### src/inc/frm_map.svh
/*
 Register offsets, field positions, reset values and codes of the
 fault response manager. Assumes a 32-bit Avalon-MM slave port.
*/
`ifndef FRM_MAP_SVH
`define FRM_MAP_SVH
// Byte offsets of the registers.
`define FRM_OFS_CONFIG 4'h0
`define FRM_OFS_STATUS 4'h4
`define FRM_OFS_CLEAR 4'h8
`define FRM_OFS_DRIVE 4'hC
// Field positions inside the configuration word.
`define FRM_CFG_GATE_LSB 0
`define FRM_CFG_FREQ_LSB 4
`define FRM_CFG_INH_BIT 8
`define FRM_CFG_QA_LSB 12
// Reset values of the reaction selectors.
`define FRM_RST_GATE_SEL 3'h5
`define FRM_RST_FREQ_SEL 3'h0
`define FRM_RST_INH_SEL 1'h0
`define FRM_RST_QA_SEL 3'h1
// Reaction codes.
`define FRM_MODE_OFF 3'h0
`define FRM_MODE_RUN 3'h1
`define FRM_MODE_ALL 3'h2
`define FRM_MODE_MOTOR 3'h3
`define FRM_MODE_PUMP 3'h4
`define FRM_MODE_HOLD 3'h5
// Status vector layout.
`define FRM_ST_W 13
`define FRM_ST_OF 6
`define FRM_ST_UF 7
`define FRM_ST_PH 8
`define FRM_ST_SPI 11
`define FRM_ST_QA 12
`endif

### src/inc/frm_pkg.sv
/*
 Types shared by the fault response manager. Assumes frm_map.svh
 supplies the numeric constants.
*/
package frm_pkg;
   // Detector levels, one bit per detector.
   typedef struct packed {
      logic qa_fail;
      logic spi_err;
      logic [2:0] phase_inh;
      logic under_freq;
      logic over_freq;
      logic [5:0] gate_ov;
   } frm_det_t;
   // Shutdown actions requested by one source.
   typedef struct packed {
      logic all9;
      logic motor6;
      logic pump;
   } frm_act_t;
   // Bus slave states.
   typedef enum logic {FRM_IDLE, FRM_DONE} frm_bus_t;
endpackage : frm_pkg

### src/rtl/frm_core.sv
/*
 Fault response manager: status latching, diagnostic pin, shutdown of
 the gate outputs and charge pump, and an Avalon-MM register slave.
 Assumes detector inputs are synchronous levels on clk.
*/
`timescale 1ns/10ps
`include "frm_map.svh"

// Notes on behaviour
// - Gate overvoltage reaction: six 3-bit codes.
// - Frequency reaction same codes, two status bits.
// - Phase inhibit always kills phase; 1 flags.
// - Question-answer failure codes, always flagged.
// - Status stays set until one written.
// - Clear ignored while detector still active.
// - Flagless modes clear when error leaves.
// - Modes without status never set status.
// - Non-signalling modes keep diagnostic pin high.
// - Diagnostic pin low while any status set and monitor clock alive.
// - Unheld signalling keeps pin low after error, until status clear.
// - Held shutdown lasts while status remains set.
// - Unheld shutdown ends when error ends.
// - New reaction applies only after status clear.
// - Pump off opens switch and stops driver.
// - All-off drives all nine gates low.
// - Motor-off drives six bridge gates low.
// - Phase-off drives both gates of phase low.
// - Lost monitor clock: act, keep pin high.
// - Detectors are covered by self tests.
// - Host clears status once error gone.
module frm_core (
   // Clock and reset.
   input wire logic clk,
   input wire logic rst_n,
   // Avalon-MM slave.
   input wire logic [3:0] avs_address,
   input wire logic avs_read,
   input wire logic avs_write,
   input wire logic [31:0] avs_writedata,
   input wire logic [3:0] avs_byteenable,
   output logic [31:0] avs_readdata,
   output logic avs_waitrequest,
   // Detector levels and monitor clock health.
   input wire frm_pkg::frm_det_t det,
   input wire logic monitor_oscillator_clock_ok,
   // Requested drive from the commutation logic.
   input wire logic [8:0] gate_req,
   input wire logic pump_req,
   // Gated drive and diagnostic pin.
   output logic [8:0] gate_out,
   output logic pump_supply_switch,
   output logic pump_drive_en,
   output logic diag_out_n
);

   // Bus state, waitrequest and captured read data.
   frm_pkg::frm_bus_t bus_reg, bus_next;
   logic [31:0] rdata_reg, rdata_next;
   logic wait_reg, wait_next;
   // Reaction selectors as written by software.
   logic [2:0] gate_sel_reg, freq_sel_reg, qa_sel_reg;
   logic inh_sel_reg;
   logic [2:0] gate_sel_next, freq_sel_next, qa_sel_next;
   logic inh_sel_next;
   // Reaction selectors in force.
   logic [2:0] gate_eff_reg, freq_eff_reg, qa_eff_reg;
   logic inh_eff_reg;
   logic [2:0] gate_eff_next, freq_eff_next, qa_eff_next;
   logic inh_eff_next;
   // Status bits.
   logic [`FRM_ST_W-1:0] status_reg, status_next;
   // Output flops.
   logic [8:0] gate_reg, gate_next;
   logic pump_on_reg, pump_on_next;
   logic diag_reg, diag_next;
   logic [2:0] act_reg, act_next;

   // Decoded bus strobes; writes take effect as waitrequest rises again.
   wire bus_ack = (bus_reg == frm_pkg::FRM_DONE);
   wire wr_go = bus_ack && avs_write;
   wire cfg_wr = wr_go && (avs_address == `FRM_OFS_CONFIG);
   wire clr_wr = wr_go && (avs_address == `FRM_OFS_CLEAR);
   wire [31:0] wmask = {{8{avs_byteenable[3]}}, {8{avs_byteenable[2]}},
      {8{avs_byteenable[1]}}, {8{avs_byteenable[0]}}};
   wire [31:0] wdata = avs_writedata & wmask;
   wire [`FRM_ST_W-1:0] clr_bits =
      clr_wr ? wdata[`FRM_ST_W-1:0] : '0;

   // Detector vector in status order; detectors are self-test covered.
   wire [`FRM_ST_W-1:0] det_now = det;

   // Selector writes are taken at any time.
   assign gate_sel_next = (cfg_wr && avs_byteenable[0]) ?
      wdata[`FRM_CFG_GATE_LSB +: 3] : gate_sel_reg;
   assign freq_sel_next = (cfg_wr && avs_byteenable[0]) ?
      wdata[`FRM_CFG_FREQ_LSB +: 3] : freq_sel_reg;
   assign inh_sel_next = (cfg_wr && avs_byteenable[1]) ?
      wdata[`FRM_CFG_INH_BIT] : inh_sel_reg;
   assign qa_sel_next = (cfg_wr && avs_byteenable[1]) ?
      wdata[`FRM_CFG_QA_LSB +: 3] : qa_sel_reg;

   // Group busy flags freeze the selector in force.
   wire gate_busy = |status_reg[5:0];
   wire freq_busy = |status_reg[`FRM_ST_UF:`FRM_ST_OF];
   wire inh_busy = |status_reg[`FRM_ST_SPI-1:`FRM_ST_PH];
   wire qa_busy = status_reg[`FRM_ST_QA];
   assign gate_eff_next = gate_busy ? gate_eff_reg : gate_sel_reg;
   assign freq_eff_next = freq_busy ? freq_eff_reg : freq_sel_reg;
   assign inh_eff_next = inh_busy ? inh_eff_reg : inh_sel_reg;
   assign qa_eff_next = qa_busy ? qa_eff_reg : qa_sel_reg;

   // Which detectors may record status in the mode in force.
   wire gate_flags = (gate_eff_reg != `FRM_MODE_OFF);
   wire freq_flags = (freq_eff_reg != `FRM_MODE_OFF);
   wire [`FRM_ST_W-1:0] set_bits = det_now & {
      1'b1,
      1'b1,
      {3{inh_eff_reg}},
      {2{freq_flags}},
      {6{gate_flags}}};

   // Status: set wins, clear only with the detector quiet.
   assign status_next = set_bits |
      (status_reg & ~(clr_bits & ~det_now));

   // Per-source activity; held modes also stay on while status is set.
   wire gate_det = |det.gate_ov;
   wire freq_det = det.over_freq | det.under_freq;
   wire gate_held = |status_next[5:0];
   wire freq_held = |status_next[`FRM_ST_UF:`FRM_ST_OF];
   wire qa_held = status_next[`FRM_ST_QA];

   // Shared decode for the gate and frequency reactions.
   function automatic frm_pkg::frm_act_t react(input logic [2:0] mode,
      input logic active, input logic held);
      frm_pkg::frm_act_t a;
      a = '0;
      unique case (mode)
         `FRM_MODE_ALL: a.all9 = active;
         `FRM_MODE_MOTOR: a.motor6 = active;
         `FRM_MODE_PUMP: begin
            a.all9 = active;
            a.pump = active;
         end
         `FRM_MODE_HOLD: begin
            a.all9 = active | held;
            a.pump = active | held;
         end
         default: a = '0;
      endcase
      return a;
   endfunction : react

   wire frm_pkg::frm_act_t gate_act =
      react(gate_eff_reg, gate_det, gate_held);
   wire frm_pkg::frm_act_t freq_act =
      react(freq_eff_reg, freq_det, freq_held);
   // Question-answer codes: 010 and 100 are held, 011 is not.
   wire qa_all = (qa_eff_reg == `FRM_MODE_ALL || qa_eff_reg ==
      `FRM_MODE_PUMP) && (det.qa_fail || qa_held);
   wire qa_motor = (qa_eff_reg == `FRM_MODE_MOTOR) && det.qa_fail;
   wire qa_pump = (qa_eff_reg == `FRM_MODE_PUMP) &&
      (det.qa_fail || qa_held);

   wire kill_all = gate_act.all9 | freq_act.all9 | qa_all;
   wire kill_motor = kill_all | gate_act.motor6 | freq_act.motor6 |
      qa_motor;
   wire kill_pump = gate_act.pump | freq_act.pump | qa_pump;

   // Bridge gates: high side at even, low side at odd index.
   genvar p;
   generate
      for (p = 0; p < 3; p++) begin : g_phase
         assign gate_next[2*p +: 2] = gate_req[2*p +: 2] &
            ~{2{kill_motor | det.phase_inh[p]}};
      end
   endgenerate
   assign gate_next[8:6] = gate_req[8:6] & ~{3{kill_all}};
   assign pump_on_next = pump_req & ~kill_pump;
   assign act_next = {kill_pump, kill_motor, kill_all};

   // Pin low only with status set and the monitor clock alive.
   assign diag_next = ~(|status_next &&
      monitor_oscillator_clock_ok);

   // Read mux; unmapped addresses read as zero.
   wire [31:0] cfg_word = {17'h0_0000, qa_sel_reg, 3'h0, inh_sel_reg,
      1'b0, freq_sel_reg, 1'b0, gate_sel_reg};
   wire [31:0] rd_mux =
      (avs_address == `FRM_OFS_CONFIG) ? cfg_word :
      (avs_address == `FRM_OFS_STATUS) ?
         {{(32-`FRM_ST_W){1'b0}}, status_reg} :
      (avs_address == `FRM_OFS_DRIVE) ?
         {27'h000_0000, diag_reg, 1'b0, act_reg} : 32'h0000_0000;

   // Slave sequencer: one wait cycle, then a single ready cycle.
   always_comb begin
      bus_next = frm_pkg::FRM_IDLE;
      wait_next = 1'b1;
      rdata_next = rdata_reg;
      if (bus_reg == frm_pkg::FRM_IDLE && (avs_read || avs_write)) begin
         bus_next = frm_pkg::FRM_DONE;
         wait_next = 1'b0;
         rdata_next = avs_read ? rd_mux : 32'h0000_0000;
      end
   end

   // Bus flops.
   always_ff @(posedge clk or negedge rst_n) begin
      if (!rst_n) begin
         bus_reg <= frm_pkg::FRM_IDLE;
         wait_reg <= 1'b1;
         rdata_reg <= 32'h0000_0000;
      end else begin
         bus_reg <= bus_next;
         wait_reg <= wait_next;
         rdata_reg <= rdata_next;
      end
   end

   // Selector flops.
   always_ff @(posedge clk or negedge rst_n) begin
      if (!rst_n) begin
         gate_sel_reg <= `FRM_RST_GATE_SEL;
         freq_sel_reg <= `FRM_RST_FREQ_SEL;
         inh_sel_reg <= `FRM_RST_INH_SEL;
         qa_sel_reg <= `FRM_RST_QA_SEL;
         gate_eff_reg <= `FRM_RST_GATE_SEL;
         freq_eff_reg <= `FRM_RST_FREQ_SEL;
         inh_eff_reg <= `FRM_RST_INH_SEL;
         qa_eff_reg <= `FRM_RST_QA_SEL;
      end else begin
         gate_sel_reg <= gate_sel_next;
         freq_sel_reg <= freq_sel_next;
         inh_sel_reg <= inh_sel_next;
         qa_sel_reg <= qa_sel_next;
         gate_eff_reg <= gate_eff_next;
         freq_eff_reg <= freq_eff_next;
         inh_eff_reg <= inh_eff_next;
         qa_eff_reg <= qa_eff_next;
      end
   end

   // Status and output flops; outputs are safe-off during reset.
   always_ff @(posedge clk or negedge rst_n) begin
      if (!rst_n) begin
         status_reg <= '0;
         gate_reg <= 9'h000;
         pump_on_reg <= 1'b0;
         diag_reg <= 1'b1;
         act_reg <= 3'h0;
      end else begin
         status_reg <= status_next;
         gate_reg <= gate_next;
         pump_on_reg <= pump_on_next;
         diag_reg <= diag_next;
         act_reg <= act_next;
      end
   end

   assign avs_readdata = rdata_reg;
   assign avs_waitrequest = wait_reg;
   assign gate_out = gate_reg;
   assign pump_supply_switch = pump_on_reg;
   assign pump_drive_en = pump_on_reg;
   assign diag_out_n = diag_reg;

   // A live detector keeps its flag through a clear write.
   property p_clr_blocked;
      @(posedge clk) disable iff (!rst_n)
      status_reg[`FRM_ST_OF] && det.over_freq |=> status_reg[`FRM_ST_OF];
   endproperty
   a_clr_blocked: assert property (p_clr_blocked)
      else $error("Flag cleared while detector active.");

   // Without a clear write a serial error flag stays.
   property p_sticky;
      @(posedge clk) disable iff (!rst_n)
      status_reg[`FRM_ST_SPI] && !(clr_wr &&
      wdata[`FRM_ST_SPI]) |=> status_reg[`FRM_ST_SPI];
   endproperty
   a_sticky: assert property (p_sticky)
      else $error("Serial error flag dropped without clear.");

   // Pin tracks the status with a live monitor clock.
   property p_diag;
      @(posedge clk) disable iff (!rst_n)
      ##1 (|status_reg && $past(monitor_oscillator_clock_ok)) |->
      !diag_out_n;
   endproperty
   a_diag: assert property (p_diag)
      else $error("Diagnostic pin high with status set.");

   // Pin stays high once all status is gone.
   property p_diag_hi;
      @(posedge clk) disable iff (!rst_n)
      status_reg == '0 |-> diag_out_n;
   endproperty
   a_diag_hi: assert property (p_diag_hi)
      else $error("Diagnostic pin low with no status.");

   // Lost monitor clock keeps the pin high.
   property p_clk_lost;
      @(posedge clk) disable iff (!rst_n)
      !monitor_oscillator_clock_ok |=> diag_out_n;
   endproperty
   a_clk_lost: assert property (p_clk_lost)
      else $error("Diagnostic pin low with monitor clock lost.");

   // All-off leaves every gate low.
   property p_all_off;
      @(posedge clk) disable iff (!rst_n)
      kill_all |=> gate_out == 9'h000;
   endproperty
   a_all_off: assert property (p_all_off)
      else $error("Gate high during all-off.");

   // Motor-off leaves the relay gates following the request.
   property p_motor_off;
      @(posedge clk) disable iff (!rst_n)
      kill_motor && !kill_all |=> gate_out[5:0] == 6'h00 &&
      gate_out[8:6] == $past(gate_req[8:6]);
   endproperty
   a_motor_off: assert property (p_motor_off)
      else $error("Motor-off gating wrong.");

   // Pump-off opens the switch and stops the driver.
   property p_pump_off;
      @(posedge clk) disable iff (!rst_n)
      kill_pump |=> !pump_supply_switch && !pump_drive_en;
   endproperty
   a_pump_off: assert property (p_pump_off)
      else $error("Charge pump running during pump-off.");

   // Inhibit on phase U lowers both of its gates.
   property p_phase_off;
      @(posedge clk) disable iff (!rst_n)
      det.phase_inh[0] |=> gate_out[1:0] == 2'h0;
   endproperty
   a_phase_off: assert property (p_phase_off)
      else $error("Phase U gate high while inhibited.");

   // A busy group keeps its selector in force.
   property p_freeze;
      @(posedge clk) disable iff (!rst_n)
      gate_busy |=> $stable(gate_eff_reg);
   endproperty
   a_freeze: assert property (p_freeze)
      else $error("Reaction changed while status set.");

   // Disabled detection never records gate status.
   property p_no_flag;
      @(posedge clk) disable iff (!rst_n)
      gate_eff_reg == `FRM_MODE_OFF && !gate_busy |=>
      status_reg[5:0] == 6'h00;
   endproperty
   a_no_flag: assert property (p_no_flag)
      else $error("Gate status set with detection disabled.");

   // A held gate reaction keeps all gates and the pump off while flagged.
   property p_held;
      @(posedge clk) disable iff (!rst_n)
      gate_eff_reg == `FRM_MODE_HOLD && gate_busy && gate_held |=>
      gate_out == 9'h000 && !pump_supply_switch;
   endproperty
   a_held: assert property (p_held)
      else $error("Held shutdown released with status set.");

   // A serial error always records its flag, whatever the settings.
   property p_spi_flag;
      @(posedge clk) disable iff (!rst_n)
      det.spi_err |=> status_reg[`FRM_ST_SPI];
   endproperty
   a_spi_flag: assert property (p_spi_flag)
      else $error("Serial error flag not set.");

endmodule : frm_core

### config.mk
export PLATFORM = sky130hd
export DESIGN_NAME = frm_core
export DESIGN_NICKNAME = d
export VERILOG_FILES = /design/src/inc/frm_pkg.sv /design/src/rtl/frm_core.sv
export VERILOG_INCLUDE_DIRS = /design/src /design/src/inc
export SDC_FILE = /design/constraint.sdc
export NUM_CORES = 1
export LEC_CHECK = 0
export ABC_CLOCK_PERIOD_IN_PS = 2200
export BUFFER_PORTS_ARGS = -buffer_cell sky130_fd_sc_hd__buf_2
export CAP_MARGIN = 0
export CORE_MARGIN = 2
export CORE_UTILIZATION = 25
export DETAILED_ROUTE_END_ITERATION = 8
export HOLD_SLACK_MARGIN = 0.12
export PLACE_DENSITY = 0.5
export SKIP_CTS_REPAIR_TIMING = 1
export SYNTH_ARGS = -nofsm -noshare
export SYNTH_HDL_FRONTEND = slang
export SYNTH_SLANG_ARGS = --single-unit
### constraint.sdc
create_clock -name clk -period 2.2 [get_ports clk]
set_clock_uncertainty 0.1 [all_clocks]
set_input_delay 0.22 -clock clk [delete_from_list [all_inputs] [get_ports clk]]
set_output_delay 0.22 -clock clk [all_outputs]
set_load 0.02 [all_outputs]
==> key figures <==
Timing
  • Unrepaired setup endpoints after global routing: false
  • Slew @ Worst Pin: 0.692 ns
  • Setup WS post-layout: 0.201 ns
  • Number of setup violations in the final report: 0
  • Setup Total Neg Slack: 0 ns
  • F_max: 0.500 GHz
  • Final Max Tran Viols: 0
  • Final Hold Fails: 0
  • Worst rel slew slack: 53.8%
  • Period utilization: 90.9%
  • Final min period: 2.00 ns

Setup path
  • Crit-path max FO: 10
  • CP Data Arrival Time: 2.10 ns
  • Startpoint Class: register
  • Reg-to-reg setup timing slack: 0.20 ns
  • Critical path capture point type: register
  • Critical Path RT: 2.30 ns
  • Crit Path Category: reg2reg

Worst hold path
  • HP Class: in2reg

Routing
  • DRC viols: 0
  • Via density: 4.60
  • Routed len/inst: 15.4 microns
  • Initial DRT Pass Iterations: 4
  • First-iteration detailed-routing DRC count: 149
  • Antenna-violating nets left: 0
  • Via Count: 2498
  • Post-Route WL: 8350 microns

Floorplanning
  • Die area: 13000 sq um
  • Cell Rows: 40
  • Top-Level Pins: 113
  • Die extent in y: 114 microns
  • Initial Utilization: 25.3%
  • Core Region: 11900 sq um
  • Die Wd: 114 microns

Place
  • Worst slack, placed: 0.0451 ns
  • DP Area: 3600 sq um
  • Dpl cells: 497
  • Placed wire-length estimate: 6330 microns
  • Placer congestion estimate: 0.769
  • Port-buffer cells: 76

Power
  • Worst IR Drop VDD: 0.508 mV
  • Leakage: 2.00 nW
  • Power share of the sequential group: 38.4%
  • Clock Power Share: 38.2%
  • P_sw: 1.23 mW
  • Power, Total: 4.28 mW
  • Design internal power: 3.05 mW
  • Combinational share of power: 23.4%
  • Sw Share: 28.7%
  • Power density cells: 1010 nW/um^2

Clock network
  • CTS tree: done
  • CTS Buf Count: 9
  • Clock slew at reported path FFs: 0.05 ns
  • Root Driver: clkbuf_16
  • CTS Buffer Depth: 2
  • CTS H-tree depth: 3
  • Worst skew pair latency: 0.33 ns
  • Clock sinks: 64

Logic synthesis
  • Sequential share of the synthesized area: 53.4%
  • Mapped Cells: 265
  • Count leader, synth: dfrtp_1
  • Register bit total from synthesis: 64
  • Synth warn: 0
  • Synth area leaders: dfrtp_1 46%, mux2_2 7.5%, dfstp_2 7.0%, buf_4 4.5%, a21oi_1 3.0%
  • EDFF count, synth: 0
  • Mean Syn Cell Area: 11.4 sq um
  • Async S/R FF share, synth: 100%
  • Distinct cells, synth: 45
  • Post-synth top area share: 46.5%
  • Synth Flop Type: dfrtp_1
  • Most frequent cells after synthesis: 56 x dfrtp_1, 20 x mux2_2, 18 x a21oi_1, 18 x buf_4, 17 x nand2_1
  • Cell taking the most area after synthesis: dfrtp_1
  • Mapped cell area: 3020 sq um

Global route
  • GRT Total Usage: 13.4%
  • Largest net degree at the start of global routing: 24
  • Gr ovfl total: 0
  • First-pass GRT wire length: 13200 microns
  • Vias in the first global route: 2522
  • Initial antenna violation count: 0

Layout
  • Non-filler cells in the finished layout: 543
  • Synthesis-to-layout area growth: 40.9%
  • Share of cells above drive strength 1: 36.9%
  • Number of diodes: 0
  • Max reg flops: 15
  • Final nets: 459
  • Fill count: 1195
  • Final Cell Area: 4250 sq um

Status
  • Status: finished clean

Job
  • Maxcap violations: 0
per-stage QoR:
stage | utilization (%) | hold slack, ns
floorplan | - | -0.176
global placement | 30.2 | 0.106
detailed placement | 30.2 | 0.118
CTS | 33.0 | -0.237
global route | 35.7 | 0.128
finish | 35.7 | 0.126
per-layer routing:
| layer | GRT usage, % | up-vias | share of wire (%) |
|---|---|---|---|
| li1 | - | 1197 | - |
| met1 | 17.2 | 1209 | 46 |
| met2 | 21.2 | 72 | 47 |
| met3 | 3.56 | 20 | 4.5 |
| met4 | 5.93 | 0 | 2.6 |
| met5 | 0 | - | 0 |
critical path: stages, from the launching register on:
cell,delay [ns]
dfrtp_1,0.42
nor4_2,0.34
nand2_1,0.12
a21oi_1,0.32
a211oi_4,0.18
or3_1,0.39
worst paths after layout:
path | startpoint | endpoint | cells past startpoint
worst max-delay path | status_reg[2] | act_reg[0] | 5
worst min-delay path | avs_writedata[3] | status_reg[3] | 3
worst max register to register | status_reg[2] | act_reg[0] | 5
worst min register to register | status_reg[11] | avs_readdata[11] | 1
max in group asynchronous | rst_n | gate_sel_reg[0] | 3
min in group asynchronous | rst_n | avs_readdata[13] | 2
power by group through the flow:
| stage | Sequential (mW) | Clock, mW | Combinational, mW |
|---|---|---|---|
| 2_1_floorplan | 1.71 | 0 | 0.520 |
| 3_3_place_gp | 1.65 | 0 | 0.930 |
| 3_5_place_dp | 1.65 | 0 | 0.946 |
| 4_1_cts | 1.63 | 1.66 | 0.950 |
| 5_1_grt | 1.67 | 1.72 | 1.12 |
| 6_report | 1.64 | 1.63 | 1.00 |
final cells by class:
type                    instances  area (sq um)  share of cell area (%)
multi-input cells             183          1280                    30.0
clock inverters                 3          90.1                    2.12
inverters                      12          45.0                    1.06
flip-flops and latches         64          1610                    37.9
clock buffers                  13           250                    5.89
well taps                     147           184                    4.33
repair buffers                121           793                    18.7
layout by cell type (no fill, tap or decap), types with 4 or more instances in the layout:
cell / Yosys / routed
a222oi_1: 5 / 5
conb_1: 1 / 17
a31oi_1: 7 / 7
dfstp_2: 8 / 8
buf_4: 18 / 15
buf_2: 0 / 76
dfrtp_1: 56 / 56
nor4b_1: 10 / 10
o21ai_0: 6 / 6
inv_1: 12 / 12
nor2_1: 10 / 10
nand2b_1: 13 / 13
a22o_1: 8 / 8
o21ba_2: 6 / 6
mux2_2: 20 / 20
dlygate4sd3_1: 0 / 30
nand2_1: 17 / 17
a21oi_1: 18 / 18
clkbuf_16: 0 / 9
nand3_1: 5 / 5
o221ai_1: 4 / 4
logic make-up (layout without fill, tap and decap cells):
| kind of cell | count (synthesis) | count (layout) | share of synthesized area (%) |
|---|---|---|---|
| and+or+nand+nor | 80 | 80 | 16.1 |
| muxes | 20 | 20 | 7.47 |
| buffers and inverters | 34 | 149 | 6.72 |
| other | 1 | 17 | 0.124 |
| DFF | 64 | 64 | 53.4 |
| AOI/OAI and AO/OA | 64 | 64 | 15.6 |
| xor gates and xnor gates | 2 | 2 | 0.581 |
No activity file was read; power rests on OpenSTA's default activity.
